## config.mk

```make
export PLATFORM = sky130hd
export DESIGN_NAME = sse_exec
export DESIGN_NICKNAME = d
export VERILOG_FILES = /design/src/sse_pkg.sv /design/src/sse_dmem.sv /design/src/sse_exec.sv
export SDC_FILE = /design/constraint.sdc
export NUM_CORES = 1
export LEC_CHECK = 0
export BUFFER_PORTS_ARGS = -buffer_cell sky130_fd_sc_hd__buf_2
export CAP_MARGIN = 5
export CORE_MARGIN = 3
export CORE_UTILIZATION = 45
export DETAILED_ROUTE_END_ITERATION = 8
export GPL_TIMING_DRIVEN = 0
export PLACE_DENSITY_LB_ADDON = 0.15
export REMOVE_ABC_BUFFERS = 1
export SLEW_MARGIN = 20
export SYNTH_ARGS = -nofsm -noshare
export SYNTH_HDL_FRONTEND = slang
export SYNTH_SLANG_ARGS = --single-unit
export TNS_END_PERCENT = 1
```

## constraint.sdc

```tcl
create_clock -name clk -period 3.99 [get_ports clk]
set_input_delay 0.798 -clock clk [delete_from_list [all_inputs] [get_ports clk]]
set_output_delay 0.798 -clock clk [all_outputs]
set_load 0.02 [all_outputs]
```

## src/sse_pkg.sv

```systemverilog
// Shared constants, opcodes and states for the skip and subtract execution unit
`default_nettype none
package sse_pkg;
    localparam int          DMEM_AW      = 4;
    localparam int          DMEM_DEPTH   = 16;
    localparam logic [7:0]  OFS_ACC      = 8'h00;
    localparam logic [7:0]  OFS_FLAGS    = 8'h01;
    localparam logic [7:0]  OFS_MEM_BASE = 8'h10;
    localparam logic [7:0]  RST_ACC      = 8'h00;
    localparam logic [5:0]  RST_FLAGS    = 6'h00;
    localparam logic [7:0]  RST_RDATA    = 8'h00;
    // Flag bit positions in the flags word
    localparam int          FLG_C        = 0;
    localparam int          FLG_HALF     = 1;
    localparam int          FLG_Z        = 2;
    localparam int          FLG_WRAP     = 3;
    localparam int          FLG_SBOR     = 4;
    localparam int          FLG_CNIL     = 5;

    typedef enum logic [2:0] {
        OP_NOP        = 3'b000,
        OP_SKIP_BIT   = 3'b001,
        OP_SKIP_BYTE  = 3'b010,
        OP_SUB_MEM    = 3'b011,
        OP_SUB_TO_MEM = 3'b100,
        OP_SUB_IMM    = 3'b101
    } sse_op_t;

    typedef enum logic [1:0] {
        ST_IDLE  = 2'b00,
        ST_FETCH = 2'b01,
        ST_EXEC  = 2'b10,
        ST_DUMMY = 2'b11
    } sse_state_t;
endpackage
`default_nettype wire

```

## src/sse_dmem.sv

```systemverilog
// Data memory: one write port, two registered read ports
`default_nettype none
module sse_dmem
    import sse_pkg::*;
(
    input  wire logic               clk,
    input  wire logic               we,
    input  wire logic [DMEM_AW-1:0] waddr,
    input  wire logic [7:0]         wdata,
    input  wire logic [DMEM_AW-1:0] raddr_a,
    output logic      [7:0]         rdata_a,
    input  wire logic [DMEM_AW-1:0] raddr_b,
    output logic      [7:0]         rdata_b
);
    logic [7:0] mem [DMEM_DEPTH];

    always_ff @(posedge clk) begin
        if (we) begin
            mem[waddr] <= wdata;
        end
        rdata_a <= mem[raddr_a];
        rdata_b <= mem[raddr_b];
    end
endmodule // sse_dmem
`default_nettype wire

```

## src/sse_exec.sv

```systemverilog
// Skip-if-nonzero and subtract execution unit with accumulator and flags
//
// Design decisions made here: the register addresses and the address-and-strobe port.
`default_nettype none
module sse_exec
    import sse_pkg::*;
(
    input  wire logic               clk,
    input  wire logic               sys_rst,
    input  wire logic               instr_valid,
    input  wire logic [2:0]         instr_op,
    input  wire logic [DMEM_AW-1:0] instr_addr,
    input  wire logic [2:0]         instr_bit,
    input  wire logic [7:0]         instr_imm,
    output logic                    instr_ready,
    output logic                    done_pulse,
    output logic                    skip_taken,
    output logic                    dummy_cycle,
    output logic      [7:0]         acc_out,
    output logic      [5:0]         flags_out,
    input  wire logic [7:0]         sw_addr,
    input  wire logic [7:0]         sw_wdata,
    input  wire logic               sw_wr,
    input  wire logic               sw_rd,
    output logic      [7:0]         sw_rdata
);
    // Difference in the low byte, flags word above it
    function automatic logic [13:0] sub8(input logic [7:0] a, input logic [7:0] b);
        logic [8:0] full;
        logic [4:0] low;
        logic       wrap;
        logic       z;
        logic [5:0] flg;
        // One adder for all three subtracts keeps the flags consistent
        full = {1'b0, a} + {1'b0, ~b} + 9'h001;
        low  = {1'b0, a[3:0]} + {1'b0, ~b[3:0]} + 5'h01;
        wrap = (a[7] != b[7]) && (full[7] != a[7]);
        z    = (full[7:0] == 8'h00);
        // Carry out set means no borrow
        flg           = 6'h00;
        flg[FLG_C]    = full[8];
        flg[FLG_HALF] = low[4];
        flg[FLG_Z]    = z;
        flg[FLG_WRAP] = wrap;
        flg[FLG_SBOR] = wrap ^ full[7];
        flg[FLG_CNIL] = z;
        return {flg, full[7:0]};
    endfunction

    sse_state_t         state_q, state_d;
    sse_op_t            op_q;
    logic [DMEM_AW-1:0] addr_q;
    logic [2:0]         bit_q;
    logic [7:0]         imm_q;
    logic [7:0]         acc_q;
    logic [5:0]         flags_q;
    logic [7:0]         reg_rdata_q;
    logic               rd_mem_q;

    logic [7:0]  mem_rdata;
    logic [7:0]  mem_sw_rdata;
    logic        in_exec;
    logic        is_sub;
    logic [7:0]  operand_b;
    logic [13:0] sub_res;
    logic [7:0]  diff;
    logic        tested_nz;
    logic        is_skip;
    logic        core_we;
    logic        sw_hit_mem;
    logic        sw_hit_acc;
    logic        mem_we;
    logic [DMEM_AW-1:0] mem_waddr;
    logic [7:0]  mem_wdata;

    assign in_exec    = (state_q == ST_EXEC);
    assign is_sub     = (op_q == OP_SUB_MEM) || (op_q == OP_SUB_TO_MEM) || (op_q == OP_SUB_IMM);
    assign is_skip    = (op_q == OP_SKIP_BIT) || (op_q == OP_SKIP_BYTE);
    assign operand_b  = (op_q == OP_SUB_IMM) ? imm_q : mem_rdata;
    assign sub_res    = sub8(acc_q, operand_b);
    assign diff       = sub_res[7:0];
    assign tested_nz  = (op_q == OP_SKIP_BIT)  ? mem_rdata[bit_q] :
                        (op_q == OP_SKIP_BYTE) ? (mem_rdata != 8'h00) : 1'b0;
    assign skip_taken = in_exec && is_skip && tested_nz;
    assign dummy_cycle = (state_q == ST_DUMMY);
    assign done_pulse = (in_exec && !skip_taken) || dummy_cycle;
    assign instr_ready = (state_q == ST_IDLE);

    // Core write wins over a same-cycle software write to memory
    assign core_we    = in_exec && (op_q == OP_SUB_TO_MEM);
    assign sw_hit_mem = (sw_addr[7:DMEM_AW] == OFS_MEM_BASE[7:DMEM_AW]);
    assign sw_hit_acc = (sw_addr == OFS_ACC);
    assign mem_we     = core_we || (sw_wr && sw_hit_mem);
    assign mem_waddr  = core_we ? addr_q : sw_addr[DMEM_AW-1:0];
    assign mem_wdata  = core_we ? diff : sw_wdata;
    assign acc_out    = acc_q;
    assign flags_out  = flags_q;
    assign sw_rdata   = rd_mem_q ? mem_sw_rdata : reg_rdata_q;

    sse_dmem u_dmem (
        .clk     (clk),
        .we      (mem_we),
        .waddr   (mem_waddr),
        .wdata   (mem_wdata),
        .raddr_a (addr_q),
        .rdata_a (mem_rdata),
        .raddr_b (sw_addr[DMEM_AW-1:0]),
        .rdata_b (mem_sw_rdata)
    );

    always_comb begin
        state_d = state_q;
        case (state_q)
            ST_IDLE:  state_d = instr_valid ? ST_FETCH : ST_IDLE;
            ST_FETCH: state_d = ST_EXEC;
            ST_EXEC:  state_d = skip_taken ? ST_DUMMY : ST_IDLE;
            ST_DUMMY: state_d = ST_IDLE;
            default:  state_d = ST_IDLE;
        endcase
    end

    always_ff @(posedge clk) begin
        if (sys_rst) begin
            state_q <= ST_IDLE;
            op_q    <= OP_NOP;
            addr_q  <= '0;
            bit_q   <= 3'h0;
            imm_q   <= 8'h00;
        end else begin
            state_q <= state_d;
            if (instr_ready && instr_valid) begin
                op_q   <= sse_op_t'(instr_op);
                addr_q <= instr_addr;
                bit_q  <= instr_bit;
                imm_q  <= instr_imm;
            end
        end
    end

    // Core update of the accumulator beats a software write in the same cycle
    always_ff @(posedge clk) begin
        if (sys_rst) begin
            acc_q   <= RST_ACC;
            flags_q <= RST_FLAGS;
        end else begin
            if (in_exec && is_sub) begin
                flags_q <= sub_res[13:8];
            end
            if (in_exec && ((op_q == OP_SUB_MEM) || (op_q == OP_SUB_IMM))) begin
                acc_q <= diff;
            end else if (sw_wr && sw_hit_acc) begin
                acc_q <= sw_wdata;
            end
        end
    end

    always_ff @(posedge clk) begin
        if (sys_rst) begin
            reg_rdata_q <= RST_RDATA;
            rd_mem_q    <= 1'b0;
        end else begin
            rd_mem_q    <= sw_rd && sw_hit_mem;
            reg_rdata_q <= !sw_rd ? RST_RDATA :
                           sw_hit_acc ? acc_q :
                           (sw_addr == OFS_FLAGS) ? {2'b00, flags_q} : RST_RDATA;
        end
    end

    // Checks
    skip_bit_a: assert property (@(posedge clk) disable iff (sys_rst)
        in_exec && op_q == OP_SKIP_BIT |-> skip_taken == mem_rdata[bit_q])
        else $error("bit skip decision wrong");

    skip_byte_a: assert property (@(posedge clk) disable iff (sys_rst)
        in_exec && op_q == OP_SKIP_BYTE && mem_rdata != 8'h00 |-> skip_taken)
        else $error("byte skip not taken");

    dummy_slot_a: assert property (@(posedge clk) disable iff (sys_rst)
        skip_taken |-> !done_pulse ##1 dummy_cycle && done_pulse ##1 instr_ready)
        else $error("skip dummy cycle missing");

    no_skip_a: assert property (@(posedge clk) disable iff (sys_rst)
        in_exec && is_skip && !tested_nz |-> done_pulse && !skip_taken ##1 instr_ready && !dummy_cycle)
        else $error("zero value caused skip");

    acc_sub_a: assert property (@(posedge clk) disable iff (sys_rst)
        in_exec && op_q == OP_SUB_MEM |=> acc_q == 8'($past(acc_q) - $past(mem_rdata)))
        else $error("accumulator subtract wrong");

    borrow_flag_a: assert property (@(posedge clk) disable iff (sys_rst)
        in_exec && is_sub |=> flags_q[FLG_C] == ($past(acc_q) >= $past(operand_b)))
        else $error("borrow flag wrong");

    nil_flag_a: assert property (@(posedge clk) disable iff (sys_rst)
        in_exec && is_sub |=> flags_q[FLG_Z] == ($past(acc_q) == $past(operand_b))
            && flags_q[FLG_CNIL] == flags_q[FLG_Z]
            && flags_q[FLG_SBOR] == ($signed($past(acc_q)) < $signed($past(operand_b))))
        else $error("zero or signed flag wrong");

    mem_store_a: assert property (@(posedge clk) disable iff (sys_rst)
        in_exec && op_q == OP_SUB_TO_MEM |-> mem_we && mem_waddr == addr_q
            && mem_wdata == 8'(acc_q - mem_rdata) ##1 acc_q == $past(acc_q))
        else $error("memory store subtract wrong");

    imm_sub_a: assert property (@(posedge clk) disable iff (sys_rst)
        in_exec && op_q == OP_SUB_IMM |=> acc_q == 8'($past(acc_q) - $past(imm_q)))
        else $error("immediate subtract wrong");

    half_wrap_a: assert property (@(posedge clk) disable iff (sys_rst)
        in_exec && is_sub |=> flags_q[FLG_HALF] == ($past(acc_q[3:0]) >= $past(operand_b[3:0]))
            && flags_q[FLG_WRAP] == (($signed($past(acc_q)) - $signed($past(operand_b))) > 127
            || ($signed($past(acc_q)) - $signed($past(operand_b))) < -128))
        else $error("half borrow or overflow wrong");
endmodule // sse_exec
`default_nettype wire

```

==> results of run 1 <==
==> synth_stat cells, types with 2 or more instances <==
master,n
nand2b_1,7
buf_2,5
nor3_1,8
a22o_1,4
mux2i_1,16
o21ai_0,10
edfxtp_1,128
nand3b_1,2
nand2_1,59
mux4_2,82
a211oi_1,8
o31a_1,2
a31oi_1,5
nor4_1,2
and3_1,2
ha_1,8
buf_4,3
o21a_1,3
nand3_1,2
buf_6,6
dfxtp_1,58
buf_1,2
or3_1,4
nor3b_1,3
a21oi_1,24
nand4b_1,2
o32ai_1,2
mux2_2,12
fa_1,2
and2_1,5
inv_1,6
nor2_1,42
clkbuf_1,18
xor2_1,4
==> sequential cells by signal (all words and copies together), names as in the netlist <==
signal / flops
rd_mem_q: 1
state_q: 2
addr_q: 4
bit_q: 3
op_q: 3
flags_out: 5
imm_q: 8
acc_out: 8
u_dmem.rdata_a: 8
reg_rdata_q: 8
u_dmem.rdata_b: 8
u_dmem.mem: 128
==> per-stage QoR <==
step | worst slack, ns | setup TNS, ns | util, % | hold slack, ns
final | 0.244 | 0 | 53.0 | 0.466
after global routing | 0.0252 | 0 | 53.0 | 0.486
after CTS | 0.0299 | 0 | 52.8 | 0.456
after detailed placement | -0.147 | -0.147 | 49.7 | 0.448
after global placement | -0.911 | -25.44 | 49.1 | 0.444
after floorplan | 0.413 | 0 | - | 0.428
==> power by group through the flow <==
stage                     registers [mW]  clock network (mW)  logic (mW)
after global routing                2.14                1.74       0.403
after floorplan                     2.17                   0       0.225
after detailed placement            2.18                   0       0.364
after CTS                           2.14                1.65       0.365
after global placement              2.19                   0       0.342
final                               2.14                1.64       0.371
==> final timing paths <==
| check | cells past startpoint | start | slack (ns) | end |
|---|---|---|---|---|
| max | 14 | op_q[1]$_SDFFE_PP0P_ | 0.24 | flags_out[2]$_SDFFE_PP0P_ |
| max reg2reg | 14 | op_q[1]$_SDFFE_PP0P_ | 0.24 | flags_out[2]$_SDFFE_PP0P_ |
| min reg2reg | 2 | imm_q[2]$_SDFFE_PP0P_ | 0.47 | imm_q[2]$_SDFFE_PP0P_ |
| min | 2 | imm_q[2]$_SDFFE_PP0P_ | 0.47 | imm_q[2]$_SDFFE_PP0P_ |
==> per-layer routing <==
layer / vias to the layer above / wire length (µm)
met5: - / 0
met4: 0 / 641
met3: 43 / 1380
met2: 210 / 10700
met1: 2683 / 8730
li1: 2326 / -
==> placed cells by master, fill, tap and decap left out, types with 8 or more instances in the layout <==
| cell | n |
|---|---|
| edfxtp_1 | 128 |
| a21oi_1 | 24 |
| a211oi_1 | 8 |
| clkbuf_16 | 17 |
| buf_2 | 63 |
| dfxtp_1 | 53 |
| ha_1 | 8 |
| mux2i_1 | 15 |
| mux4_2 | 82 |
| mux2_2 | 12 |
| nand2_1 | 59 |
| nor2_2 | 8 |
| nor2_1 | 34 |
==> logic make-up (layout without fill, tap and decap cells) <==
logic type                 count (synthesis)  in the layout
DFF                                      186            186
AOI/OAI and AO/OA                         63             63
xor gates and xnor gates                   5              5
muxes                                    110            110
adders and majority gates                 10             10
buffers and inverters                     41            111
and+or+nand+nor                          144            144
==> cell type report <==
| class | instances | area (µm²) | share of cell area [%] |
|---|---|---|---|
| flip-flops and latches | 186 | 5010 | 51.4 |
| clock buffers | 20 | 437 | 4.48 |
| repair buffers | 72 | 415 | 4.26 |
| multi-input cells | 332 | 3450 | 35.4 |
| clock inverters | 12 | 121 | 1.25 |
| well taps | 229 | 287 | 2.94 |
| inverters | 7 | 26.3 | 0.270 |
==> what timing repair did <==
action | in CTS | in global routing
hold endpoints to repair | 0 | 0
buffers inserted | 2 | 2
gates resized for setup | 0 | 7
setup endpoints to repair | 15 | 1
cloned | 0 | 0
pin swaps | 1 | 2
==> worst reg2reg max path, cell delays in order, from the launching register on <==
cell	delay [ns]
dfxtp_2	0.36
nand3b_1	0.27
buf_4	0.20
mux2i_1	0.14
ha_1	0.36
o21ai_0	0.11
a21oi_1	0.20
o31a_1	0.22
o21a_1	0.16
nor2_1	0.07
fa_2	0.60
nor4bb_4	0.30
nand3_1	0.09
or3_1	0.36
o32ai_1	0.23
==> impl_metrics.yaml, run 1 <==
floorplanning:
  core_area_um2: 18400
  initial_utilization_pct: 46.8
  die_area_um2: 20800
  fp.dieW_um: 144
  io_pins: 65
  die_h_um: 144
  fp-row-count: 49
global_routing:
  grt_first_pass_wirelength_um: 31900
  overflow: 0
  grt_use_total_pct: 21.5
  busiest_layer: "met2"
  grt_use_met1_pct: 28.7
  grt_max_degree: 38
  antenna_found_initial: 0
  grt_use_met3_pct: 3.87
  use_met2_pct: 35.7
  grt_pass1_vias: 5331
sta:
  drv_slew: 0
  fmax_ghz: 0.267
  finalCritPeriodShare_pct: 93.9
  final_hold_viol_count: 0
  tightestPinTransition_ns: 1.12
  relSlewSlack_pct: 25.0
  fin_skew_ns: 0.00896
  post-route-min-period_ns: 3.75
  setup_viol: 0
  rsz0062_at_grt: "no"
cts:
  path_clk_slew_ns: 0.07
  cts_buffers: 17
  numClockSinks: 186
  cts.htree.levels: 4
  clock_latency_ns: 0.43
  cts_buffer_depth: 2
  root_buffer: "clkbuf_16"
  cts_tree: "built"
  ctsHoldBuffers: 0
layout:
  drive_gt1_share_pct: 33.9
  instances_no_fill: 858
  diodes: 0
  area_growth_pct: 13.2
  nNetsFinal: 665
  fill_cells: 1490
  fin_area_um2: 9750
route:
  drt_iter0_markers: 477
  drc: 0
  drt_pre_antenna_iters: 8
  dr_total_vias: 5262
  via_per_inst: 6.13
  ant_nets: 0
  wire_per_inst_um: 25.0
  drt_wl_total_um: 21500
logic_synthesis:
  synthFlopType: "edfxtp_1"
  synth_cells: 559
  async_flop_share_pct: 0
  synth_xor_area_share_pct: 0.509
  synthSimpleGateAreaFrac_pct: 7.73
  ys_seq_area_share_pct: 58.1
  synth-compound-area-share_pct: 4.62
  synthMuxAreaShare_pct: 24.9
  yosys_warnings: 0
  ys_ff_latch: 186
  synth_adder_area_share_pct: 1.63
  yosys.area.top_type: "edfxtp_1"
  avgSynthCellArea_um2: 15.4
  synthTopCellsByArea: "edfxtp_1, mux4_2, dfxtp_1, nand2_1, mux2i_1"
  synth_top_family_by_area: "multiplexers"
  synth_top_area_share_pct: 44.6
  syn_area_um2: 8610
  synth.distinct_cells: 47
  synth_edf_count: 128
worst_hold_path:
  min_path_type: "flop to flop"
power:
  p_seq_share_pct: 51.6
  switchingPower_uw: 956
  pwr_density_cell_nw_per_um2: 426
  p_clk_share_pct: 39.4
  irDropWorstVdd_mv: 0.283
  leakage_nw: 3.42
  p_int_mw: 3.19
  swShare_pct: 23.0
  total_power_mw: 4.15
  combPwrFrac_pct: 9.0
setup_path:
  path_buf_inv: 1
  cpPeakStageDelay_ns: 0.60
  worstSetupEndpointType: "flop"
  crit_type: "flop to flop"
  worst_path_max_delay_cell: "fa_2"
  crit_path_start_kind: "flop"
  cp_cell_sequence: "nand3b_1, buf_4, mux2i_1, ha_1, o21ai_0, a21oi_1, o31a_1, o21a_1, nor2_1, fa_2, nor4bb_4, nand3_1, or3_1, o32ai_1"
  worstPathMaxFanout: 7
  cp.arrival_ns: 4.08
  crit_required_ns: 4.33
  crit_family: "simple AND/OR/NAND/NOR gates"
outcome:
  status: "complete, no violations"
run:
  cap_violations: 0
place:
  placed_cell_area_um2: 9130
  dpl.hpwl_um: 14300
  place_inst: 822
  routabilityCongestion: 0.872
  portBuffers: 64
Note: power is estimated with default switching activity, not from simulation.
==> inputs of run 2 (changes only) <==
PLACE_DENSITY = 0.69   (was not set)
PLACE_DENSITY_LB_ADDON = not set   (was 0.15)
==> impl_metrics.yaml, run 2 (synthesized netlist as in run 1, its figures left out) <==
cts:
  clock_latency_ns: 0.43
  ctsHoldBuffers: 0
  cts.htree.levels: 4
  cts_buffer_depth: 2
  path_clk_slew_ns: 0.06
  numClockSinks: 186
  cts_buffers: 17
  root_buffer: "clkbuf_16"
  cts_tree: "built"
setup_path:
  crit_required_ns: 4.33
  crit_type: "flop to flop"
  worstPathMaxFanout: 7
  cp.arrival_ns: 4.17
  crit_path_start_kind: "flop"
  worstSetupEndpointType: "flop"
  reg2reg_slack_ns: 0.16
floorplanning:
  fp.dieW_um: 144
  fp-row-count: 49
  io_pins: 65
  core_area_um2: 18400
  initial_utilization_pct: 46.8
  die_area_um2: 20800
  die_h_um: 144
power:
  irDropWorstVdd_mv: 0.285
  leakage_nw: 3.43
  pwr_density_cell_nw_per_um2: 436
route:
  via_per_inst: 6.22
  drc: 0
  ant_nets: 0
  dr_total_vias: 5331
  wire_per_inst_um: 24.9
  drt_pre_antenna_iters: 5
  drt_iter0_markers: 470
  drt_wl_total_um: 21400
global_routing:
  grt_first_pass_wirelength_um: 32100
  grt_pass1_vias: 5259
  grt_max_degree: 38
  grt_use_total_pct: 21.2
  overflow: 0
  antenna_found_initial: 0
place:
  portBuffers: 64
  place_inst: 822
  dpl.hpwl_um: 14300
  routabilityCongestion: 0.914
outcome:
  status: "complete, no violations"
layout:
  fill_cells: 1476
  nNetsFinal: 664
  instances_no_fill: 857
  drive_gt1_share_pct: 32.8
  registers.top_by_ff_count: "u_dmem.mem"
  final_common_cell: "edfxtp_1"
  diodes: 0
  largest_register_ffs: 128
  area_growth_pct: 13.2
  final_cell_mix: "edfxtp_1, mux4_2, buf_2"
sta:
  relSlewSlack_pct: 21.4
  setup_viol: 0
  drv_slew: 0
  finalCritPeriodShare_pct: 96.1
  tightestPinTransition_ns: 1.18
  fmax_ghz: 0.261
  fin_skew_ns: 0.00946
  hold_ws_ns: 0.463
  post-route-min-period_ns: 3.83
  rsz0062_at_grt: "no"
  final_hold_viol_count: 0
run:
  cap_violations: 0
worst_hold_path:
  min_path_type: "flop to flop"
run 2: worst paths after layout:
path	start	end	cells past startpoint
max	op_q[1]$_SDFFE_PP0P_	flags_out[2]$_SDFFE_PP0P_	14
min	imm_q[2]$_SDFFE_PP0P_	imm_q[2]$_SDFFE_PP0P_	2
max reg2reg	op_q[1]$_SDFFE_PP0P_	flags_out[2]$_SDFFE_PP0P_	14
min reg2reg	imm_q[2]$_SDFFE_PP0P_	imm_q[2]$_SDFFE_PP0P_	2
run 2: power by group:
part	internal [mW]	switching, mW
clock network	1.01	0.736
logic	0.171	0.196
registers	2.10	0.0396
total	3.28	0.972
run 2: area by class of cell:
class,count,area [µm²],share of cell area (%)
Tap cell,229,287,2.94
Clock buffer,20,447,4.58
Multi-Input combinational cell,332,3410,35.0
Clock inverter,12,164,1.68
Sequential cell,186,5010,51.4
Timing Repair Buffer,71,400,4.11
Inverter,7,26.3,0.270
run 2: through the flow:
| stage | power (mW) | TNS [ns] | worst slack [ns] | utilization, % | area [µm²] |
|---|---|---|---|---|---|
| after floorplan | 2.40 | 0 | 0.413 | - | 8420 |
| after global placement | 2.52 | -14.28 | -0.759 | 49.1 | 9030 |
| after detailed placement | 2.54 | -0.0601 | -0.0601 | 49.5 | 9100 |
| after CTS | 4.26 | 0 | 0.179 | 52.9 | 9730 |
| after global routing | 4.39 | 0 | 0.00285 | 53.0 | 9750 |
| final | 4.25 | 0 | 0.158 | 53.0 | 9750 |
run 2: worst max-delay path, stage by stage (launching register included):
cell,delay [ns]
dfxtp_1,0.45
nand3b_1,0.14
buf_4,0.17
mux2_2,0.34
ha_1,0.19
nand2b_1,0.16
a21oi_1,0.24
o31a_1,0.24
o21a_1,0.18
nor2_1,0.07
fa_1,0.59
nor4bb_2,0.32
nand3_1,0.10
or3_1,0.34
o32ai_1,0.22
run 2: repair_timing:
action                     CTS  global route
pin swaps                    1             0
gates resized for setup      0             1
setup endpoints to repair    1             1
setup buffers                3             0
run 2: layer usage:
layer | up-vias | global-route usage, % | wire length [µm]
li1 | 2323 | - | -
met3 | 28 | 4.86 | 1860
met4 | 0 | 5.79 | 344
met1 | 2676 | 28.9 | 8650
met5 | - | 0 | 0
met2 | 304 | 34.6 | 10500
==> inputs of run 3 (changes only) <==
ABC_AREA = 1   (was not set)
CTS_CLUSTER_SIZE = 10   (was not set)
GPL_TIMING_DRIVEN = not set   (was 0)
==> impl_metrics.yaml, run 3 <==
outcome:
  status: "complete, no violations"
setup_path:
  worstSetupEndpointType: "flop"
  worst_path_max_delay_cell: "fa_1"
  reg2reg_slack_ns: 0.59
  path_buf_inv: 1
  worstPathMaxFanout: 15
  cpPeakStageDelay_ns: 0.60
  crit_path_start_kind: "flop"
  cp_cell_sequence: "nand2_1, inv_1, nand2_1, nand2_1, o21ai_0, ha_1, nand2_1, nor2_1, nand2_1, nand3_1, nand2_1, nand2_1, a21oi_1, fa_1, nand3_1, nor2b_1, nand2_1, nor2_1, nand3_1, a21oi_1"
  worst_path_most_repeated_cell: "nand2_1"
  crit_required_ns: 4.35
  cp.arrival_ns: 3.76
  crit_type: "flop to flop"
  timing.rr.start: "op_q[0]$_SDFFE_PP0P_"
  crit_family: "simple AND/OR/NAND/NOR gates"
  crit_start: "op_q[0]$_SDFFE_PP0P_"
sta:
  hold_ws_ns: 0.482
  layout_setup_ws_ns: 0.590
  rsz0062_at_grt: "no"
  finalCritPeriodShare_pct: 85.2
  tightestPinTransition_ns: 0.868
  post-route-min-period_ns: 3.40
  relSlewSlack_pct: 41.9
  drv_slew: 0
  fin_tns_setup_ns: 0
  final_hold_viol_count: 0
  setup_viol: 0
  fin_skew_ns: 0.0114
  fmax_ghz: 0.294
place:
  placed_cell_area_um2: 9530
  portBuffers: 64
  place_inst: 1264
  routabilityCongestion: 0.911
  post-place-ws_ns: 0.703
  dpl.hpwl_um: 17400
floorplanning:
  die_h_um: 147
  io_pins: 65
  fp-row-count: 50
  core_area_um2: 19100
  fp.dieW_um: 147
  die_area_um2: 21600
  initial_utilization_pct: 46.7
logic_synthesis:
  ys_ff_latch: 186
  avgSynthCellArea_um2: 9.25
  netlist_top_cells_count: "o21ai_0, edfxtp_1, nand2_1, nor2_1, a21oi_1"
  yosys_warnings: 0
  synthFlopType: "edfxtp_1"
  synth_most_common_cell: "o21ai_0"
  synthTopCellsByArea: "edfxtp_1, dfxtp_1, o21ai_0, nand2_1, nor2_1"
  synth_top_area_share_pct: 43.0
  syn_area_um2: 8950
  yosys.area.top_type: "edfxtp_1"
  ys_seq_area_share_pct: 55.9
  synth.distinct_cells: 40
  synth_cells: 967
  synth_edf_count: 128
  async_flop_share_pct: 0
route:
  drt_pre_antenna_iters: 7
  drt_iter0_markers: 896
  via_per_inst: 5.75
  wire_per_inst_um: 20.1
  drt_wl_total_um: 26100
  drc: 0
  ant_nets: 0
  dr_total_vias: 7457
layout:
  nNetsFinal: 1072
  drive_gt1_share_pct: 14.9
  regArea_um2: 5010
  diodes: 0
  fill_cells: 1804
  final_cell_mix: "o21ai_0, edfxtp_1, nand2_1"
  registers.top_by_ff_count: "u_dmem.mem"
  multi_input_area_um2: 3320
  instances_no_fill: 1296
  final_util_pct: 52.7
  largest_register_ffs: 128
  final_common_cell: "o21ai_0"
  fin_area_um2: 10100
  area_growth_pct: 12.8
worst_hold_path:
  min_path_type: "flop to flop"
  hold_path.startpoint: "flags_out[4]$_SDFFE_PP0P_"
global_routing:
  grt_pass1_vias: 7029
  grt_first_pass_wirelength_um: 40000
  overflow: 0
  grt_use_total_pct: 24.2
  antenna_found_initial: 0
  grt_max_degree: 84
power:
  pwr_density_cell_nw_per_um2: 431
  irDropWorstVdd_mv: 0.335
  total_power_mw: 4.35
  leakage_nw: 4.01
run:
  cap_violations: 0
cts:
  numClockSinks: 186
  clock_latency_ns: 0.43
  cts_buffer_depth: 2
  path_clk_slew_ns: 0.06
  cts_buffers: 17
  post_cts_buffers: 0
  cts.htree.levels: 4
  cts_tree: "built"
  ctsResizeCount: 0
  ctsHoldBuffers: 0
  root_buffer: "clkbuf_16"
==> run 3: cell types whose count changed in the layout (fill, tap and decap cells not counted), sizes merged, moves of 24 or more <==
cell    change
nand2      +70
o21ai     +151
inv        +79
a21oi      +56
mux4       -82
nor2       +71
o221ai     +24
nand3      +52
==> run 3: power by group <==
part           internal, mW  switching [mW]  total [mW]
Sequential             2.11          0.0374        2.15
Combinational         0.180           0.416       0.596
Clock                 0.891           0.710        1.60
==> run 3: path summary, 6_finish.rpt <==
check | to | cells past startpoint
max | flags_out[2]$_SDFFE_PP0P_ | 20
min | flags_out[4]$_SDFFE_PP0P_ | 2
max reg2reg | flags_out[2]$_SDFFE_PP0P_ | 20
min reg2reg | flags_out[4]$_SDFFE_PP0P_ | 2
==> run 3: cells by family after synthesis <==
| family | Yosys count | synth area share, % |
|---|---|---|
| AOI/OAI and AO/OA | 310 | 19.8 |
| muxes | 9 | 1.12 |
| xor gates and xnor gates | 1 | 0.0979 |
| DFF | 186 | 55.9 |
| and+or+nand+nor | 304 | 14.5 |
| adders and majority gates | 10 | 1.57 |
| buffers and inverters | 147 | 6.96 |
==> run 3: per-layer routing <==
| layer | wire length (µm) | share of wire [%] | vias to the layer above | global-route usage [%] |
|---|---|---|---|---|
| li1 | - | - | 3517 | - |
| met1 | 10700 | 41 | 3524 | 32.4 |
| met2 | 12100 | 46 | 347 | 38.4 |
| met3 | 2320 | 8.9 | 69 | 5.43 |
| met4 | 912 | 3.5 | 0 | 9.41 |
| met5 | 0 | 0 | - | 0 |
==> run 3: worst reg2reg max path, stage by stage, from the launching register on <==
cell	delay [ns]
dfxtp_1	0.40
nand2_1	0.10
inv_1	0.08
nand2_1	0.25
nand2_1	0.13
o21ai_0	0.13
ha_1	0.39
nand2_1	0.09
nor2_1	0.10
nand2_1	0.07
nand3_1	0.09
nand2_1	0.09
nand2_1	0.07
a21oi_1	0.08
fa_1	0.60
nand3_1	0.10
nor2b_1	0.13
nand2_1	0.06
nor2_1	0.12
nand3_1	0.09
a21oi_1	0.15
==> run 3: final cells by class <==
cell class	instances	share of cell area [%]
well taps	260	3.22
clock inverters	11	0.955
multi-input cells	634	32.9
clock buffers	21	4.56
repair buffers	93	5.33
inverters	91	3.41
flip-flops and latches	186	49.6
